`config.mk`:
```
export PLATFORM = sky130hd
export DESIGN_NAME = dpsem_host
export DESIGN_NICKNAME = d
export VERILOG_FILES = /design/src/pkg/dpsem_pkg.sv /design/src/pkg/dpsem_cyc_if.sv /design/src/rtl/dpsem_pin_cycle.sv /design/src/rtl/dpsem_host.sv
export VERILOG_INCLUDE_DIRS = /design/src /design/src/pkg
export SDC_FILE = /design/constraint.sdc
export NUM_CORES = 1
export LEC_CHECK = 0
export BUFFER_PORTS_ARGS = -buffer_cell sky130_fd_sc_hd__buf_2
export CORE_UTILIZATION = 43
export DETAILED_ROUTE_END_ITERATION = 8
export HOLD_SLACK_MARGIN = 0.03
export PLACE_DENSITY = 0.68
export SLEW_MARGIN = 5
export SYNTH_ARGS = -nofsm -noshare
export SYNTH_HDL_FRONTEND = slang
export SYNTH_SLANG_ARGS = --single-unit
```
`constraint.sdc`:
```
create_clock -name clk -period 1.74 [get_ports clk]
set_input_delay 0.174 -clock clk [delete_from_list [all_inputs] [get_ports clk]]
set_output_delay 0.174 -clock clk [all_outputs]
set_load 0.01 [all_outputs]
```
`src/pkg/dpsem_map.svh`:
```
// Offsets, field positions and timing counts of the semaphore host
`ifndef DPSEM_MAP_SVH
`define DPSEM_MAP_SVH
`define DPSEM_FLAG_COUNT     8
`define DPSEM_INDEX_W        3
`define DPSEM_DATA_W         16
`define DPSEM_DATA_LSB       0
`define DPSEM_CLK_NS         10
`define DPSEM_ACCESS_NS      55
`define DPSEM_ACCESS_CYC     ((`DPSEM_ACCESS_NS + `DPSEM_CLK_NS - 1) / `DPSEM_CLK_NS)
`define DPSEM_RECOVER_NS     20
`define DPSEM_RECOVER_CYC    ((`DPSEM_RECOVER_NS + `DPSEM_CLK_NS - 1) / `DPSEM_CLK_NS)
`endif

```
`src/pkg/dpsem_pkg.sv`:
```
// Types of the semaphore host
package dpsem_pkg;
	typedef enum logic [1:0] {
		DPSEM_CMD_CLAIM   = 2'h0,
		DPSEM_CMD_RELEASE = 2'h1,
		DPSEM_CMD_POLL    = 2'h2,
		DPSEM_CMD_INIT    = 2'h3
	} dpsem_cmd_t;
	typedef enum logic [2:0] {
		DPSEM_IDLE   = 3'h0,
		DPSEM_WRITE  = 3'h1,
		DPSEM_GAP    = 3'h2,
		DPSEM_READ   = 3'h3,
		DPSEM_DONE   = 3'h4
	} dpsem_state_t;
endpackage : dpsem_pkg

```
`src/pkg/dpsem_cyc_if.sv`:
```
// Carries one pin-cycle request and its completion between host modules
`timescale 1ns/1ps
interface dpsem_cyc_if;
	logic       start;
	logic       isWrite;
	logic [2:0] index;
	logic       wrBit;
	logic       done;
	logic       rdBit;
	modport seq (output start, output isWrite, output index, output wrBit,
		input done, input rdBit);
	modport pins (input start, input isWrite, input index, input wrBit,
		output done, output rdBit);
endinterface : dpsem_cyc_if

```
`src/rtl/dpsem_pin_cycle.sv`:
```
// Drives one semaphore read or write cycle on the device pins
`timescale 1ns/1ps
`include "dpsem_map.svh"
module dpsem_pin_cycle import dpsem_pkg::*; #(
	parameter int DATA_W  = `DPSEM_DATA_W,
	parameter int ACC_CYC = `DPSEM_ACCESS_CYC,
	parameter int REC_CYC = `DPSEM_RECOVER_CYC
) (
	input  wire logic              clk,
	input  wire logic              rstn,
	dpsem_cyc_if.pins              cyc,
	output logic                   semaphoreSelectN,
	output logic                   outputEnableN,
	output logic                   writeN,
	output logic [2:0]             flagIndexLines,
	output logic [DATA_W-1:0]      dataOut,
	output logic                   dataOe,
	input  wire logic [DATA_W-1:0] dataIn
);
	initial begin
		if (DATA_W < 1 || ACC_CYC < 1 || REC_CYC < 1 || ACC_CYC > 255
			|| REC_CYC > 255)
			$error("dpsem_pin_cycle: bad parameter");
	end

	typedef enum logic [1:0] {
		PC_IDLE = 2'h0,
		PC_ACT  = 2'h1,
		PC_REC  = 2'h2
	} dpsem_pc_t;

	dpsem_pc_t  state_r;
	logic [7:0] cnt_r;
	logic       isWrite_r;
	logic       s1_r;
	logic       s2_r;
	logic       s3_r;
	logic       rdBit_r;
	logic       done_r;

	// Three-stage sampling of the flag bit; a change counts once two agree
	always_ff @(posedge clk or negedge rstn) begin
		if (!rstn) begin
			s1_r <= 1'b0;
			s2_r <= 1'b0;
			s3_r <= 1'b0;
		end else begin
			// Every data line carries the flag, so one line is enough
			s1_r <= dataIn[`DPSEM_DATA_LSB];
			s2_r <= s1_r;
			s3_r <= s2_r;
		end
	end

	always_ff @(posedge clk or negedge rstn) begin
		if (!rstn) begin
			state_r          <= PC_IDLE;
			cnt_r            <= 8'h00;
			isWrite_r        <= 1'b0;
			semaphoreSelectN <= 1'b1;
			outputEnableN    <= 1'b1;
			writeN           <= 1'b1;
			flagIndexLines   <= 3'h0;
			dataOut          <= '0;
			dataOe           <= 1'b0;
			done_r           <= 1'b0;
			rdBit_r          <= 1'b1;
		end else begin
			done_r <= 1'b0;
			case (state_r)
				PC_IDLE: begin
					if (cyc.start) begin
						state_r          <= PC_ACT;
						cnt_r            <= 8'(ACC_CYC + 2);
						isWrite_r        <= cyc.isWrite;
						flagIndexLines   <= cyc.index;
						semaphoreSelectN <= 1'b0;
						outputEnableN    <= cyc.isWrite;
						writeN           <= !cyc.isWrite;
						// Only the lowest data line matters on writes
						dataOut          <= {DATA_W{cyc.wrBit}};
						dataOe           <= cyc.isWrite;
					end
				end
				PC_ACT: begin
					if (cnt_r == 8'h01) begin
						state_r          <= PC_REC;
						cnt_r            <= 8'(REC_CYC);
						// Dropping select ends the held read value
						semaphoreSelectN <= 1'b1;
						outputEnableN    <= 1'b1;
						writeN           <= 1'b1;
						dataOe           <= 1'b0;
						if (!isWrite_r && s2_r == s3_r)
							rdBit_r <= s3_r;
					end else begin
						cnt_r <= cnt_r - 8'h01;
					end
				end
				PC_REC: begin
					if (cnt_r == 8'h01) begin
						state_r <= PC_IDLE;
						done_r  <= 1'b1;
					end else begin
						cnt_r <= cnt_r - 8'h01;
					end
				end
				default: state_r <= PC_IDLE;
			endcase
		end
	end

	assign cyc.done  = done_r;
	assign cyc.rdBit = rdBit_r;
endmodule : dpsem_pin_cycle

```
`src/rtl/dpsem_host.sv`:
```
// Host side controller for one port of a dual-port semaphore block
`timescale 1ns/1ps
`include "dpsem_map.svh"
module dpsem_host import dpsem_pkg::*; #(
	parameter int DATA_W  = `DPSEM_DATA_W,
	parameter int ACC_CYC = `DPSEM_ACCESS_CYC,
	parameter int REC_CYC = `DPSEM_RECOVER_CYC
) (
	input  wire logic              clk,
	input  wire logic              rstn,
	input  wire logic              cmdValid,
	output logic                   cmdReady,
	input  wire dpsem_cmd_t        cmdOp,
	input  wire logic [2:0]        cmdIndex,
	output logic                   rspValid,
	output logic                   rspGranted,
	output logic                   initBusy,
	output logic                   semaphoreSelectN,
	output logic                   outputEnableN,
	output logic                   writeN,
	output logic [2:0]             flagIndexLines,
	output logic [DATA_W-1:0]      dataOut,
	output logic                   dataOe,
	input  wire logic [DATA_W-1:0] dataIn
);
	initial begin
		if (`DPSEM_FLAG_COUNT != (1 << `DPSEM_INDEX_W))
			$error("dpsem_host: flag count mismatch");
	end

	dpsem_cyc_if cyc ();

	dpsem_pin_cycle #(
		.DATA_W  (DATA_W),
		.ACC_CYC (ACC_CYC),
		.REC_CYC (REC_CYC)
	) u_pins (
		.clk              (clk),
		.rstn             (rstn),
		.cyc              (cyc),
		.semaphoreSelectN (semaphoreSelectN),
		.outputEnableN    (outputEnableN),
		.writeN           (writeN),
		.flagIndexLines   (flagIndexLines),
		.dataOut          (dataOut),
		.dataOe           (dataOe),
		.dataIn           (dataIn)
	);

	dpsem_state_t state_r;
	dpsem_cmd_t   op_r;
	logic [2:0]   idx_r;
	logic         granted_r;
	logic         start_r;
	logic         rspValid_r;
	logic         initBusy_r;

	// Claim, release and init write zero or one; poll only reads
	function automatic logic needsWrite(input dpsem_cmd_t op);
		return op != DPSEM_CMD_POLL;
	endfunction : needsWrite

	function automatic logic needsRead(input dpsem_cmd_t op);
		return op == DPSEM_CMD_CLAIM || op == DPSEM_CMD_POLL;
	endfunction : needsRead

	assign cmdReady   = (state_r == DPSEM_IDLE) && !initBusy_r;
	assign rspValid   = rspValid_r;
	assign rspGranted = granted_r;
	assign initBusy   = initBusy_r;

	assign cyc.start   = start_r;
	assign cyc.isWrite = (state_r == DPSEM_WRITE);
	assign cyc.index   = idx_r;
	// Claim writes zero, release and init write one
	assign cyc.wrBit   = (op_r != DPSEM_CMD_CLAIM);

	always_ff @(posedge clk or negedge rstn) begin
		if (!rstn) begin
			state_r    <= DPSEM_IDLE;
			op_r       <= DPSEM_CMD_INIT;
			idx_r      <= 3'h0;
			granted_r  <= 1'b0;
			start_r    <= 1'b0;
			rspValid_r <= 1'b0;
			initBusy_r <= 1'b1;
		end else begin
			start_r    <= 1'b0;
			rspValid_r <= 1'b0;
			case (state_r)
				DPSEM_IDLE: begin
					if (initBusy_r) begin
						// Device latches start undefined; free all
						op_r    <= DPSEM_CMD_INIT;
						state_r <= DPSEM_WRITE;
						start_r <= 1'b1;
					end else if (cmdValid) begin
						op_r    <= cmdOp;
						idx_r   <= cmdIndex;
						start_r <= 1'b1;
						state_r <= needsWrite(cmdOp) ? DPSEM_WRITE
							: DPSEM_READ;
					end
				end
				DPSEM_WRITE: begin
					if (cyc.done) begin
						if (needsRead(op_r)) begin
							// Write first, then verify by reading
							state_r <= DPSEM_GAP;
						end else begin
							state_r <= DPSEM_DONE;
						end
					end
				end
				DPSEM_GAP: begin
					start_r <= 1'b1;
					state_r <= DPSEM_READ;
				end
				DPSEM_READ: begin
					if (cyc.done) begin
						// Zero read back means this side owns it
						granted_r <= !cyc.rdBit;
						state_r   <= DPSEM_DONE;
					end
				end
				DPSEM_DONE: begin
					state_r <= DPSEM_IDLE;
					// A user init command answers like a release
					if (initBusy_r) begin
						idx_r <= idx_r + 3'h1;
						if (idx_r == 3'(`DPSEM_FLAG_COUNT - 1))
							initBusy_r <= 1'b0;
					end else begin
						// Failure leaves a pending request; user must
						// poll or release it
						if (!needsRead(op_r))
							granted_r <= 1'b0;
						rspValid_r <= 1'b1;
					end
				end
				default: state_r <= DPSEM_IDLE;
			endcase
		end
	end
endmodule : dpsem_host

```
==> summary.md <==
• **Syn-to-layout area delta** 18.87%
• **clk slew on worst S/H paths** 0.07 ns
• **final setup vio count** 0
• **antenna violations before repair** 0
• **path type of the worst setup path** flop to flop
• **later-pin clock latency in the skew report** 0.28 ns
• **wire per inst** 13.55 µm
• **chip height** 69.44 µm
• **first-pass GRT wire length** 6306 µm
• **number of flip-flops and latches in the synthesized netlist** 36
• **top cells by instance count after synthesis** sky130_fd_sc_hd__dfrtp_1 (29), sky130_fd_sc_hd__a21oi_1 (18), sky130_fd_sc_hd__nor2_1 (16)
• **violation count after the first detailed-routing iteration** 53
• **remaining antenna violation count** 0
• **maximum number of pins on one net before global-route repair** 37
• **core utilization of the finished layout** 53.39%
• **die footprint** 4822 µm²
• **Hold Crit Class** input pin to flop
• **number of top-level pins** 51
• **number of enable flip-flop cells after synthesis** 0
• **fraction of layout cells with a size suffix above 1** 36.91%
• **type of destination of the critical path** flop
• **number of nets at the end of the flow** 263
• **multiplexer fraction of the synthesized cell area** 4.607%
• **shortest period the worst path allows** 1.672 ns
• **global placer's final weighted congestion** 0.8184
• **Detail Placement HPWL** 2692 µm
• **Logic pwr share** 40.9%
• **via count of the first global-routing pass** 1383
• **number of clock sinks** 36
• **Clk Tree Root Cell** sky130_fd_sc_hd__clkbuf_8
• **main combinational cell family by area after synthesis** simple AND/OR/NAND/NOR gates
• **Post-synth top flop** sky130_fd_sc_hd__dfrtp_1
• **data required time of the critical path** 1.91 ns
• **most repeated cell in the gate-level netlist after synthesis** sky130_fd_sc_hd__dfrtp_1
• **highest fanout seen on the critical path** 6
• **portion of total power attributed to sequential cells** 39.8%
• **xor/xnor cell area share of the yosys netlist** 0.8957%
• **Post-Synthesis Cells** 191
• **Post-Synth Simple-Gate Area** 17.66%
• **htree depth** 2
• **number of CTS-inserted buffers** 5
• **switching part of the total** 37.77%
• **total congestion overflow after global routing** 0
• **worst clock skew on the final layout** 0.003916 ns
• **final-report hold violation count** 0
• **area share of the leading cell type in the synthesized netlist** 37.11%
• **ant diodes** 0
• **number of port buffers** 35
• **cell leakage power** 1.075 nW
• **post-synthesis instance area** 1956 µm²
• **headroom to the max-slew limit** 70.14%
• **timing-limited maximum frequency** 0.5981 GHz
• **unrepaired setup endpoints after global routing** true
• **per-instance average area after synthesis** 10.24 µm²
• **nature of the critical path startpoint** flop
• **Slew @ Worst Pin** 0.4478 ns
• **Max-Cap Viols** 0
• **crit path DAT** 1.84 ns
• **Synth Warn #** 0
• **Worst VDD drop** 751.9 µV
• **internal power** 1.938 mW
• **ratio of total power to cell area** 1340 nW/µm²
• **average vias per placed instance** 5.330
• **TritonCTS clock tree** built
• **detailed-router iteration count before antenna repair** 6
• **nets in the synthesized netlist** 222
• **Max Slew Vio Count** 0
• **total via count in the routed design** 1519
• **largest area contributor in the netlist** sky130_fd_sc_hd__dfrtp_1
• **standard-cell row count** 24
• **Initial Util** 44.91%
• **core box area** 4354 µm²
• **adder and majority gate portion of the synthesized area** 4.479%
• **DRC violation count after routing** 1
• **setup tns final** 0 ns
• **net switching power figure** 1.176 mW
• **die width** 69.44 µm
• **result of the run** finished, violations left
• **portion of the post-synthesis area used by sequential elements** 46.51%
• **Unique masters post-synth** 48
• **Tot GR Track Use** 16.31%
• **top post-synthesis cells by area** sky130_fd_sc_hd__dfrtp_1 (37%), sky130_fd_sc_hd__dfstp_2 (9.4%), sky130_fd_sc_hd__buf_4 (5.8%), sky130_fd_sc_hd__a21oi_1 (4.6%), sky130_fd_sc_hd__ha_1 (4.5%)
• **Synth async-reset ratio** 100.0%
• **clock power share** 19.4%
• **number of buffers on the longest clock path** 2
• **final routed wirelength across all metal layers** 3862 µm
• **final hold slack** 0.1559 ns
• **Synth Area in Compound Gates** 17.02%
• **violated checks** DRC
• **final critical-path share of the clock period** 96.09%
per-layer routing:
layer / share of wire, % / GRT usage (%) / up-vias
li1: - / - / 756
met1: 50 / 21.82 / 731
met2: 46 / 25.89 / 28
met3: 2.9 / 3.198 / 4
met4: 1.1 / 6.803 / 0
met5: 0 / 0 / -
placed cells by master, fill, tap and decap left out, types with 3 or more instances in the layout:
master and n:
sky130_fd_sc_hd__buf_2 35, sky130_fd_sc_hd__ha_1 5, sky130_fd_sc_hd__inv_1 9, sky130_fd_sc_hd__mux2i_1 3, sky130_fd_sc_hd__o22a_1 3, sky130_fd_sc_hd__buf_4 17
sky130_fd_sc_hd__nand2b_1 4, sky130_fd_sc_hd__nor2_1 16, sky130_fd_sc_hd__a211oi_1 3, sky130_fd_sc_hd__dfstp_2 7, sky130_fd_sc_hd__nand2_1 8, sky130_fd_sc_hd__clkbuf_8 6
sky130_fd_sc_hd__dfrtp_1 29, sky130_fd_sc_hd__mux2_2 4, sky130_fd_sc_hd__o21ai_0 6, sky130_fd_sc_hd__a21oi_1 17, sky130_fd_sc_hd__nor3_1 4, sky130_fd_sc_hd__nor3_2 3
sky130_fd_sc_hd__a31oi_1 5
through the flow:
step	instances	area (µm²)	worst slack (ns)	power [mW]
6_report	285	2325	0.06798	3.114
5_1_grt	285	2325	-0.02808	3.318
4_1_cts	284	2291	0.03944	3.114
3_5_place_dp	274	2181	0.07313	2.492
3_3_place_gp	274	2181	0.09417	2.459
2_1_floorplan	191	1956	0.008678	2.211
worst paths after layout:
path / startpoint / depth (start not counted) / slack (ns) / to
min in group asynchronous: rstn / 3 / 0.45 / u_pins.dataOut[0]
setup / recovery: u_pins.cnt_r[1] / 7 / 0.07 / u_pins.cnt_r[1]
hold reg to reg: u_pins.s1_r / 0 / 0.36 / u_pins.s2_r
hold / removal: cmdIndex[0] / 2 / 0.16 / cyc.index[0]
max in group asynchronous: rstn / 3 / 0.93 / u_pins.cyc.rdBit
setup reg to reg: u_pins.cnt_r[1] / 7 / 0.07 / u_pins.cnt_r[1]
power groups by stage:
stage	Combinational (mW)	Sequential (mW)	Clock, mW
after floorplan	0.998	1.21	0
after CTS	1.26	1.23	0.629
after global placement	1.22	1.24	0
final	1.27	1.24	0.604
after global routing	1.40	1.27	0.648
after detailed placement	1.24	1.25	0
flip-flops by register name (all words and copies together), names as in the netlist, 2 cells and up:
name,cells
u_pins.state_r,2
u_pins.flagIndexLines,3
u_pins.cnt_r,8
cyc.index,3
state_r,3
op_r,2
final cells by class:
class                   instances  area, µm²
fillers                       387       2029
repair buffers                 54      322.8
multi-input cells             125      899.6
inverters                      10      37.54
well taps                      52      65.06
clock buffers                   8      90.09
flip-flops and latches         36      909.6
worst max-delay path, cell delays in order, from the launching register on:
cell	delay (ns)
sky130_fd_sc_hd__dfrtp_1	0.39
sky130_fd_sc_hd__inv_2	0.08
sky130_fd_sc_hd__ha_2	0.17
sky130_fd_sc_hd__nor4b_4	0.18
sky130_fd_sc_hd__buf_4	0.18
sky130_fd_sc_hd__and3_4	0.21
sky130_fd_sc_hd__nor2_2	0.05
sky130_fd_sc_hd__mux2_4	0.30
cells by family after synthesis:
kind of cell | after synthesis
AO/OA/AOI/OAI | 51
XOR/XNOR | 2
adder cells (fa/ha/maj) | 7
buffers and inverters | 30
flip-flops | 36
multiplexers | 8
AND/OR/NAND/NOR | 57
repair_timing:
action / in CTS / in global routing
endpoints found under the hold margin: 30 / 0
hold buffers: 2 / 0
setup buffers: 0 / 1
setup endpoints to repair: 0 / 10
resized for setup: 0 / 7
(Power assumes the default switching activity.)
